**src/hw/tmc_pkg.sv**
```systemverilog
package tmc_pkg;
    // --------------------------------------------------------------
    // Byte-wide register map of the timer
    // --------------------------------------------------------------
    localparam logic [3:0] TMC_A_CNT_L  = 4'h0;
    localparam logic [3:0] TMC_A_CNT_H  = 4'h1;
    localparam logic [3:0] TMC_A_CMPA_L = 4'h2;
    localparam logic [3:0] TMC_A_CMPA_H = 4'h3;
    localparam logic [3:0] TMC_A_CMPB_L = 4'h4;
    localparam logic [3:0] TMC_A_CMPB_H = 4'h5;
    localparam logic [3:0] TMC_A_CMPC_L = 4'h6;
    localparam logic [3:0] TMC_A_CMPC_H = 4'h7;
    localparam logic [3:0] TMC_A_CAP_L  = 4'h8;
    localparam logic [3:0] TMC_A_CAP_H  = 4'h9;
    localparam logic [3:0] TMC_A_CTLA   = 4'ha;
    localparam logic [3:0] TMC_A_CTLB   = 4'hb;
    localparam logic [3:0] TMC_A_CTLC   = 4'hc;
    localparam logic [3:0] TMC_A_FLAG   = 4'hd;
    localparam logic [3:0] TMC_A_MASK   = 4'he;
    // --------------------------------------------------------------
    // Fields
    // --------------------------------------------------------------
    localparam int TMC_CS_LSB   = 0;   // control B [2:0] clock select
    localparam int TMC_WGM_LSB  = 3;   // control B [6:3] waveform mode
    localparam int TMC_ICES_BIT = 7;   // control B: capture edge, 1 = rising
    localparam int TMC_ICNC_BIT = 7;   // control A: noise filter on
    localparam int TMC_FL_OVF   = 0;
    localparam int TMC_FL_CMPA  = 1;
    localparam int TMC_FL_CMPB  = 2;
    localparam int TMC_FL_CMPC  = 3;
    localparam int TMC_FL_CAP   = 4;
    localparam int TMC_FL_W     = 5;
    localparam logic [15:0] TMC_FLOOR  = 16'h0000;
    localparam logic [15:0] TMC_MAX    = 16'hffff;
    localparam logic [15:0] TMC_TOP8   = 16'h00ff;
    localparam logic [15:0] TMC_TOP9   = 16'h01ff;
    localparam logic [15:0] TMC_TOP10  = 16'h03ff;
    localparam int          TMC_FILT_N = 4;
    localparam logic [3:0]  TMC_WGM_PWM_OCA = 4'hf;
    localparam logic [3:0]  TMC_WGM_CTC_OCA = 4'h4;
    localparam logic [3:0]  TMC_WGM_PWM_CAP = 4'he;
    localparam logic [3:0]  TMC_WGM_CTC_CAP = 4'hc;
    localparam logic [7:0]  TMC_BYTE0  = 8'h00;
    // --------------------------------------------------------------
    // Clock select codes and host states
    // --------------------------------------------------------------
    localparam logic [2:0] TMC_CS_OFF  = 3'h0;
    localparam logic [2:0] TMC_CS_SYS  = 3'h1;
    localparam logic [2:0] TMC_CS_D8   = 3'h2;
    localparam logic [2:0] TMC_CS_D64  = 3'h3;
    localparam logic [2:0] TMC_CS_D256 = 3'h4;
    localparam logic [2:0] TMC_CS_D1K  = 3'h5;
    localparam logic [2:0] TMC_CS_EXTF = 3'h6;
    localparam logic [9:0] TMC_PRE_D8   = 10'h007;
    localparam logic [9:0] TMC_PRE_D64  = 10'h03f;
    localparam logic [9:0] TMC_PRE_D256 = 10'h0ff;
    localparam logic [9:0] TMC_PRE_D1K  = 10'h3ff;
    localparam logic [31:0] TMC_APB_CMD  = 32'h0000_0000;
    localparam logic [31:0] TMC_APB_STAT = 32'h0000_0004;
    localparam logic [31:0] TMC_APB_RDAT = 32'h0000_0008;
    localparam int TMC_CMD_GO   = 31;
    localparam int TMC_CMD_WR   = 30;
    localparam int TMC_CMD_WIDE = 29;
    typedef enum logic [2:0] {
        TMC_H_IDLE, TMC_H_FIRST, TMC_H_GAP, TMC_H_SECOND, TMC_H_DONE
    } tmc_hstate_t;
endpackage

```
**src/hw/tmc_if.sv**
```systemverilog
`timescale 1ns/10ps
`default_nettype none
interface tmc_if (
    input wire logic pclk,
    input wire logic presetn
);
    logic [3:0] addr;
    logic [7:0] wdata;
    logic [7:0] rdata;
    logic       wr;
    logic       rd;
    logic       irq;
    modport dev  (input addr, wdata, wr, rd, output rdata, irq);
    modport host (output addr, wdata, wr, rd, input rdata, irq);
endinterface
`default_nettype wire

```
**src/hw/tmc_dev.sv**
```systemverilog
// Register access over APB and the placing of the registers are this design's own decisions.
`timescale 1ns/10ps
`default_nettype none
// Summary of operation
// One shared 8-bit upper-byte holding register
// Wide registers moved as two byte accesses
// Low-byte write loads held high together
// Low-byte read copies high into holding
// Compare reads bypass the holding register
// Host writes high byte before low
// Host reads low byte before high
// Host masks interrupts around paired access; the host here masks nothing and issues the pair in hardware
// Control registers single byte, no holding
// Each request flagged and masked individually
// Counter advances only on selected tick
// Compares checked against counter every cycle
// Compare match sets its channel flag
// Qualifying capture edge copies counter
// Optional filter suppresses capture spikes
// Floor 0x0000, absolute maximum 0xFFFF
// Ceiling fixed, compare A or capture
// Compare A as ceiling: no PWM, buffered
// Legacy mode keeps only channels A, B
// Processor counter write beats count/clear
// Capture flag set with capture copy
// High-byte write touches holding only
// Counter/capture high read returns holding
module tmc_dev (
    input  wire logic pclk,
    input  wire logic presetn,
    tmc_if.dev        bus,
    input  wire logic legacy_mode,
    input  wire logic external_count_pin,
    input  wire logic capture_input_pin,
    input  wire logic comparator_in,
    input  wire logic capture_sel_cmp,
    output logic [2:0] compare_output_pins,
    output logic [15:0] counter_value
);
    import tmc_pkg::*;
    // --------------------------------------------------------------
    // State
    // --------------------------------------------------------------
    logic [7:0]  hold_r;
    logic [15:0] cnt_r;
    logic [15:0] cmp_r [3];
    logic [15:0] cmp_buf_r [3];
    logic [15:0] cap_r;
    logic [7:0]  ctla_r, ctlb_r, ctlc_r;
    logic [TMC_FL_W-1:0] flag_r, mask_r;
    logic [9:0]  pre_r;
    logic        ext_s_r, ext_d_r, cap_s_r;
    logic [TMC_FILT_N-1:0] filt_r;
    logic [7:0]  rdata_r;
    logic        irq_r;
    logic [2:0]  oc_r;
    // --------------------------------------------------------------
    // Decode
    // --------------------------------------------------------------
    wire [2:0] cs  = ctlb_r[TMC_CS_LSB +: 3];
    wire [3:0] wgm = ctlb_r[TMC_WGM_LSB +: 4];
    wire wr_cnt_l  = bus.wr && bus.addr == TMC_A_CNT_L;
    wire wr_cap_l  = bus.wr && bus.addr == TMC_A_CAP_L;
    wire wr_hi     = bus.wr && (bus.addr == TMC_A_CNT_H || bus.addr == TMC_A_CMPA_H ||
                     bus.addr == TMC_A_CMPB_H || bus.addr == TMC_A_CMPC_H ||
                     bus.addr == TMC_A_CAP_H);
    wire rd_cnt_l  = bus.rd && bus.addr == TMC_A_CNT_L;
    wire rd_cap_l  = bus.rd && bus.addr == TMC_A_CAP_L;
    wire [15:0] wide_w = {hold_r, bus.wdata};
    // Compare channel C absent in legacy mode
    wire [2:0] ch_en = {~legacy_mode, 2'b11};
    wire [2:0] cmp_wr;
    wire [2:0] match;
    // Ceiling by waveform mode
    wire top_oca = wgm == TMC_WGM_PWM_OCA || wgm == TMC_WGM_CTC_OCA;
    wire top_cap = wgm == TMC_WGM_PWM_CAP || wgm == TMC_WGM_CTC_CAP;
    wire [15:0] top = top_oca ? cmp_r[0] :
                      top_cap ? cap_r :
                      wgm[1:0] == 2'h1 ? TMC_TOP8 :
                      wgm[1:0] == 2'h2 ? TMC_TOP9 :
                      wgm[1:0] == 2'h3 ? TMC_TOP10 : TMC_MAX;
    // Tick source selection
    wire ext_rise = ext_s_r & ~ext_d_r;
    wire ext_fall = ~ext_s_r & ext_d_r;
    logic tick;
    always_comb begin
        unique case (cs)
            TMC_CS_OFF:  tick = 1'b0;
            TMC_CS_SYS:  tick = 1'b1;
            TMC_CS_D8:   tick = (pre_r & TMC_PRE_D8) == TMC_PRE_D8;
            TMC_CS_D64:  tick = (pre_r & TMC_PRE_D64) == TMC_PRE_D64;
            TMC_CS_D256: tick = (pre_r & TMC_PRE_D256) == TMC_PRE_D256;
            TMC_CS_D1K:  tick = pre_r == TMC_PRE_D1K;
            TMC_CS_EXTF: tick = ext_fall;
            default:     tick = ext_rise;
        endcase
    end
    wire at_top  = cnt_r == top;
    wire [15:0] cnt_nxt = at_top ? TMC_FLOOR : cnt_r + 16'h0001;
    // Capture trigger with optional filter
    wire filt_on  = ctla_r[TMC_ICNC_BIT];
    wire filt_hi  = &filt_r;
    wire filt_lo  = ~|filt_r;
    logic cap_lvl_r;
    wire cap_lvl  = filt_on ? (filt_hi ? 1'b1 : filt_lo ? 1'b0 : cap_lvl_r) : cap_s_r;
    wire cap_evt  = ctlb_r[TMC_ICES_BIT] ? (cap_lvl & ~cap_lvl_r) : (~cap_lvl & cap_lvl_r);
    wire [TMC_FL_W-1:0] fl_set;
    // Read mux: compares direct, counter/capture high from holding
    logic [7:0] rd_mux;
    always_comb begin
        unique case (bus.addr)
            TMC_A_CNT_L:  rd_mux = cnt_r[7:0];
            TMC_A_CMPA_L: rd_mux = cmp_r[0][7:0];
            TMC_A_CMPA_H: rd_mux = cmp_r[0][15:8];
            TMC_A_CMPB_L: rd_mux = cmp_r[1][7:0];
            TMC_A_CMPB_H: rd_mux = cmp_r[1][15:8];
            TMC_A_CMPC_L: rd_mux = cmp_r[2][7:0];
            TMC_A_CMPC_H: rd_mux = cmp_r[2][15:8];
            TMC_A_CAP_L:  rd_mux = cap_r[7:0];
            TMC_A_CNT_H,
            TMC_A_CAP_H:  rd_mux = hold_r;
            TMC_A_CTLA:   rd_mux = ctla_r;
            TMC_A_CTLB:   rd_mux = ctlb_r;
            TMC_A_CTLC:   rd_mux = ctlc_r;
            TMC_A_FLAG:   rd_mux = {3'h0, flag_r};
            TMC_A_MASK:   rd_mux = {3'h0, mask_r};
            default:      rd_mux = TMC_BYTE0;
        endcase
    end
    // --------------------------------------------------------------
    // Compare channels
    // --------------------------------------------------------------
    genvar g;
    generate
        for (g = 0; g < 3; g++) begin : gch
            wire [3:0] lo_a = 4'(TMC_A_CMPA_L + 2 * g);
            assign cmp_wr[g] = bus.wr && bus.addr == lo_a && ch_en[g];
            assign match[g]  = ch_en[g] && cnt_r == cmp_r[g];
            assign fl_set[TMC_FL_CMPA + g] = match[g] && tick;
            always_ff @(posedge pclk or negedge presetn) begin
                if (!presetn) begin
                    cmp_buf_r[g] <= TMC_FLOOR;
                    cmp_r[g]     <= TMC_FLOOR;
                    oc_r[g]      <= 1'b0;
                end else begin
                    if (cmp_wr[g]) cmp_buf_r[g] <= wide_w;
                    // Double buffer moves at ceiling, or at once when waveform mode is 0
                    if ((at_top && tick) || wgm == TMC_FLOOR[3:0])
                        cmp_r[g] <= cmp_buf_r[g];
                    if (ctlc_r[7 - g] || (match[g] && tick))
                        oc_r[g] <= (g == 0 && top_oca) ? 1'b0 : ~oc_r[g];
                end
            end
        end
    endgenerate
    assign fl_set[TMC_FL_OVF] = at_top && tick;
    assign fl_set[TMC_FL_CAP] = cap_evt;
    // --------------------------------------------------------------
    // Registers
    // --------------------------------------------------------------
    always_ff @(posedge pclk or negedge presetn) begin
        if (!presetn) begin
            hold_r  <= TMC_BYTE0;
            cnt_r   <= TMC_FLOOR;
            cap_r   <= TMC_FLOOR;
            ctla_r  <= TMC_BYTE0;
            ctlb_r  <= TMC_BYTE0;
            ctlc_r  <= TMC_BYTE0;
            flag_r  <= '0;
            mask_r  <= '0;
            pre_r   <= '0;
            ext_s_r <= 1'b0;
            ext_d_r <= 1'b0;
            cap_s_r <= 1'b0;
            filt_r  <= '0;
            cap_lvl_r <= 1'b0;
            rdata_r <= TMC_BYTE0;
            irq_r   <= 1'b0;
        end else begin
            pre_r   <= pre_r + 10'h001;
            ext_s_r <= external_count_pin;
            ext_d_r <= ext_s_r;
            cap_s_r <= capture_sel_cmp ? comparator_in : capture_input_pin;
            filt_r  <= {filt_r[TMC_FILT_N-2:0], cap_s_r};
            cap_lvl_r <= cap_lvl;
            if (wr_hi) hold_r <= bus.wdata;
            else if (rd_cnt_l) hold_r <= cnt_r[15:8];
            else if (rd_cap_l) hold_r <= cap_r[15:8];
            if (wr_cnt_l) cnt_r <= wide_w;
            else if (tick) cnt_r <= cnt_nxt;
            if (cap_evt && !top_cap) cap_r <= cnt_r;
            else if (wr_cap_l && top_cap) cap_r <= wide_w;
            if (bus.wr && bus.addr == TMC_A_CTLA) ctla_r <= bus.wdata;
            if (bus.wr && bus.addr == TMC_A_CTLB) ctlb_r <= bus.wdata;
            ctlc_r <= (bus.wr && bus.addr == TMC_A_CTLC) ? bus.wdata : TMC_BYTE0;
            if (bus.wr && bus.addr == TMC_A_MASK) mask_r <= bus.wdata[TMC_FL_W-1:0];
            // Set beats a same-cycle write-one clear
            flag_r <= fl_set | (flag_r & ~((bus.wr && bus.addr == TMC_A_FLAG)
                      ? bus.wdata[TMC_FL_W-1:0] : '0));
            irq_r   <= |(flag_r & mask_r);
            if (bus.rd) rdata_r <= rd_mux;
        end
    end
    assign bus.rdata          = rdata_r;
    assign bus.irq            = irq_r;
    assign compare_output_pins = oc_r;
    assign counter_value      = cnt_r;
endmodule
`default_nettype wire

```
**src/flat_wrapper.sv**
```systemverilog
// flat-port wrapper written by rule: the top's interface ports become plain ports
module tmc_dev_flat import tmc_pkg::*;
  (pclk, presetn, legacy_mode, external_count_pin, capture_input_pin, comparator_in, capture_sel_cmp, compare_output_pins, counter_value, bus_addr, bus_wdata, bus_wr, bus_rd, bus_rdata, bus_irq);
  tmc_if bus_i (.pclk(pclk), .presetn(presetn));
  input  wire logic pclk;
  input  wire logic presetn;
  input  wire logic legacy_mode;
  input  wire logic external_count_pin;
  input  wire logic capture_input_pin;
  input  wire logic comparator_in;
  input  wire logic capture_sel_cmp;
  output logic [2:0] compare_output_pins;
  output logic [15:0] counter_value;
  input wire logic [$bits(bus_i.addr)-1:0] bus_addr;
  input wire logic [$bits(bus_i.wdata)-1:0] bus_wdata;
  input wire logic [$bits(bus_i.wr)-1:0] bus_wr;
  input wire logic [$bits(bus_i.rd)-1:0] bus_rd;
  output wire logic [$bits(bus_i.rdata)-1:0] bus_rdata;
  output wire logic [$bits(bus_i.irq)-1:0] bus_irq;
  assign bus_i.addr = bus_addr;
  assign bus_i.wdata = bus_wdata;
  assign bus_i.wr = bus_wr;
  assign bus_i.rd = bus_rd;
  assign bus_rdata = bus_i.rdata;
  assign bus_irq = bus_i.irq;
  tmc_dev u_core (.pclk(pclk), .presetn(presetn), .bus(bus_i), .legacy_mode(legacy_mode), .external_count_pin(external_count_pin), .capture_input_pin(capture_input_pin), .comparator_in(comparator_in), .capture_sel_cmp(capture_sel_cmp), .compare_output_pins(compare_output_pins), .counter_value(counter_value));
endmodule
```
**config.mk**
```make
export PLATFORM = sky130hd
export DESIGN_NAME = tmc_dev_flat
export DESIGN_NICKNAME = d
export VERILOG_FILES = /design/src/hw/tmc_pkg.sv /design/src/hw/tmc_if.sv /design/src/hw/tmc_dev.sv /design/src/flat_wrapper.sv
export SDC_FILE = /design/constraint.sdc
export NUM_CORES = 1
export LEC_CHECK = 0
export ABC_AREA = 0
export BUFFER_PORTS_ARGS = -buffer_cell sky130_fd_sc_hd__buf_2
export CORE_MARGIN = 4
export CORE_UTILIZATION = 55
export DETAILED_ROUTE_END_ITERATION = 12
export PLACE_DENSITY = 0.78
export SLEW_MARGIN = 20
export SYNTH_ARGS = -nofsm -noshare
export SYNTH_HDL_FRONTEND = slang
export SYNTH_SLANG_ARGS = --single-unit
```
**constraint.sdc**
```tcl
create_clock -name pclk -period 4 [get_ports pclk]
set_input_delay 0 -clock pclk [delete_from_list [all_inputs] [get_ports pclk]]
set_output_delay 0 -clock pclk [all_outputs]
set_load 0.1 [all_outputs]
```
==> reports/qor.txt <==
status -> completed
Crit Path Class -> reg -> reg
starting DRC count in detailed routing -> 841
fin area -> 11600 um^2
Syn Nets -> 984
Crit Path Max Fanout -> 43
n_diodes -> 0
GP Congestion -> 0.987
routed length per instance -> 24.9 um
setup_tns -> 0 ns
WP data arrival -> 3.90 ns
Hold Violations, Final -> 0
Setup Skew -> 0.0157 ns
antenna viol nets, final -> 0
worst-margin pin slew -> 0.983 ns
CTS Buffer Depth -> 2
DIE AREA -> 21100 um^2
TritonCTS Sinks -> 200
CTS root buffer -> clkbuf_16
Yosys reg bits -> 200
Inserted Clock Buffers -> 17
Nets -> 1014
Syn-to-layout area delta -> 11.7%
Yosys Warn Count -> 0
hold buffers post-CTS -> 11
drt first pass iters -> 6
first-pass GRT wire length -> 47.5 mm
Chip Height -> 145 um
Tot GR Track Use -> 29.0%
htree depth -> 4
fin crit period -> 3.59 ns
WHS -> 0.0247 ns
CP endpoint kind -> flip-flop
post-detail-place hpwl -> 20.6 mm
initial antenna violation count -> 1
RR Startpoint -> u_core.ctlb_r[4]
Hold Startpoint -> bus_wdata[1]
Final setup viols -> 0
Syn Std Cell Area -> 10400 um^2
Slew headroom -> 34.3%
dpl cell area -> 10800 um^2
site row count -> 49
Synth async-reset ratio -> 100%
# DRC -> 0
Lkg Pwr -> 5.25 nW
routed vias -> 8242
Congestion Overflow GR -> 0
fin crit share -> 89.7%
layout cell share with drive strength beyond 1 -> 21.7%
register area share after synthesis -> 48.2%
Critical Path Start -> u_core.ctlb_r[4]
worst vdd ir -> 0.436 mV
Core ar. -> 18300 um^2
num ports -> 49
total of max-cap violations -> 0
RSZ-0062 raised after global routing -> false
Synth Instances -> 955
largest net degree at the start of global routing -> 125
total routed wirelength -> 30.6 mm
Synth cell types -> 57
hold crit path type -> in -> reg
Power Density -> 763 nW/um^2
post-CTS sizing -> 0
f_max -> 279 MHz
startpoint types -> flip-flop
Initial Utilization -> 56.8%
Reg clk slew, reported paths -> 0.08 ns
DIE WIDTH -> 145 um
vias in the first global route -> 7901
clk_lat worst skew -> 0.44 ns
Vias/cell -> 6.72
EDFF count, synth -> 0
CTS tree -> done
setup bufs post-CTS -> 0
fin. max-slew vios -> 0
Synth Flop Type -> dfrtp_1
Final Power -> 8.84 mW
fin util -> 63.4%
Port Buffer Count -> 48
required time of the critical path -> 4.31 ns
syn_area_per_cell -> 10.9 um^2
-- critical path, cell delays in order, from the launching register on --
cell     delay (ns)
dfrtp_1        0.44
inv_1          0.14
ha_1           0.27
o211a_1        0.46
mux2_4         0.35
mux2i_4        0.15
xnor2_1        0.11
nor4_1         0.31
nand4_1        0.21
o21ai_4        0.32
buf_12         0.28
mux2_1         0.37
-- layout by cell type, fill, tap and decap left out, types with 27 or more instances in the layout --
cell type,n
dfrtp_1,200
mux2_2,105
nand2_1,69
xor2_1,53
buf_2,47
nor2_1,43
nand3_1,41
mux2i_1,35
o21ai_0,33
nor4_1,27
-- per-layer routing --
metal	part of all wire, %	global-route usage, %	up-vias	wire, um
li1	-	-	3527	-
met1	41	40.0	4122	12400
met2	45	44.6	483	13900
met3	9.5	6.85	108	2910
met4	4.5	11.9	2	1380
met5	0.042	0	-	13
-- cell usage after synthesis, types with 2 or more instances --
cell type	number	share of area (%)
buf_6	2	0.22
a21oi_1	19	0.92
nor2b_1	8	0.48
o21ai_0	33	1.6
mux2_1	22	2.4
xor2_1	53	4.5
or2_2	6	0.36
o211ai_1	3	0.22
a22oi_1	14	1.0
a22o_1	18	1.5
a32oi_1	3	0.25
xnor2_1	16	1.4
mux2_2	105	11
a221oi_1	5	0.42
and2_1	3	0.18
o311ai_0	4	0.34
mux2i_1	35	3.4
nor3b_1	4	0.29
inv_1	22	0.80
buf_1	11	0.40
nor4b_1	4	0.34
and3_1	22	1.3
a221o_1	10	0.96
nor3_1	19	0.92
nand4_1	9	0.54
dfrtp_1	200	48
buf_8	2	0.29
nand2b_1	5	0.30
clkbuf_1	47	1.7
a31oi_1	4	0.24
a21o_1	15	1.1
mux2_4	2	0.29
ha_1	8	0.96
nor2_1	43	1.6
o22ai_1	15	0.90
nand3b_1	3	0.22
nand3_1	41	2.0
nor4_1	27	1.6
nand2_1	69	2.5
buf_4	3	0.22
or3_1	5	0.30
-- power breakdown --
part	switching, mW	leakage (nW)	total, mW	internal, mW
clock	0.853	0.318	1.88	1.02
sequential	0.994	2.46	3.64	2.64
combinational	2.05	2.48	3.33	1.28
-- worst paths after layout --
check,cells after the start,endpoint,slack [ns]
max,11,u_core.cmp_r[17],0.41
min,3,u_core.counter_value[1],0.02
max reg2reg,11,u_core.cmp_r[17],0.41
min reg2reg,0,u_core.ext_d_r,0.40
max in group asynchronous,3,u_core.cmp_r[21],3.07
min in group asynchronous,2,u_core.pre_r[5],0.12
-- cells by family (layout without fill, tap and decap cells) --
group | count (synthesis) | count (layout) | share of synthesized area, %
multiplexers | 166 | 166 | 17.9
AND/OR/NAND/NOR | 270 | 270 | 13.0
buffers and inverters | 88 | 131 | 3.67
XOR/XNOR | 69 | 69 | 5.82
AO/OA/AOI/OAI | 154 | 154 | 10.4
adder cells (fa/ha/maj) | 8 | 8 | 0.965
flip-flops | 200 | 200 | 48.2
-- per-stage QoR --
stage / instances / worst slack [ns]
after global routing: 1227 / 0.220
after detailed placement: 1183 / 0.496
after floorplan: 955 / 0.995
after CTS: 1226 / 0.454
after global placement: 1183 / 0.582
final: 1227 / 0.410
-- registers in the layout, summed over array words and instances (netlist names), 3 cells and up --
register,cells
u_core.bus.rdata,8
u_core.cap_r,16
u_core.ctlb_r,8
u_core.filt_r,4
u_core.counter_value,16
u_core.pre_r,10
u_core.cmp_buf_r,48
u_core.flag_r,5
u_core.ctlc_r,8
u_core.mask_r,5
u_core.hold_r,8
u_core.cmp_r,48
u_core.ctla_r,8
u_core.compare_output_pins,3
-- layout make-up --
type | count | area, um^2
Clock buffer | 17 | 425
Clock inverter | 15 | 230
Tap cell | 229 | 287
Sequential cell | 200 | 5000
Fill cell | 1462 | 6680
Multi-Input combinational cell | 667 | 5020
Timing Repair Buffer | 77 | 539
Inverter | 22 | 82.6
Power figures use the tool's default switching activity.
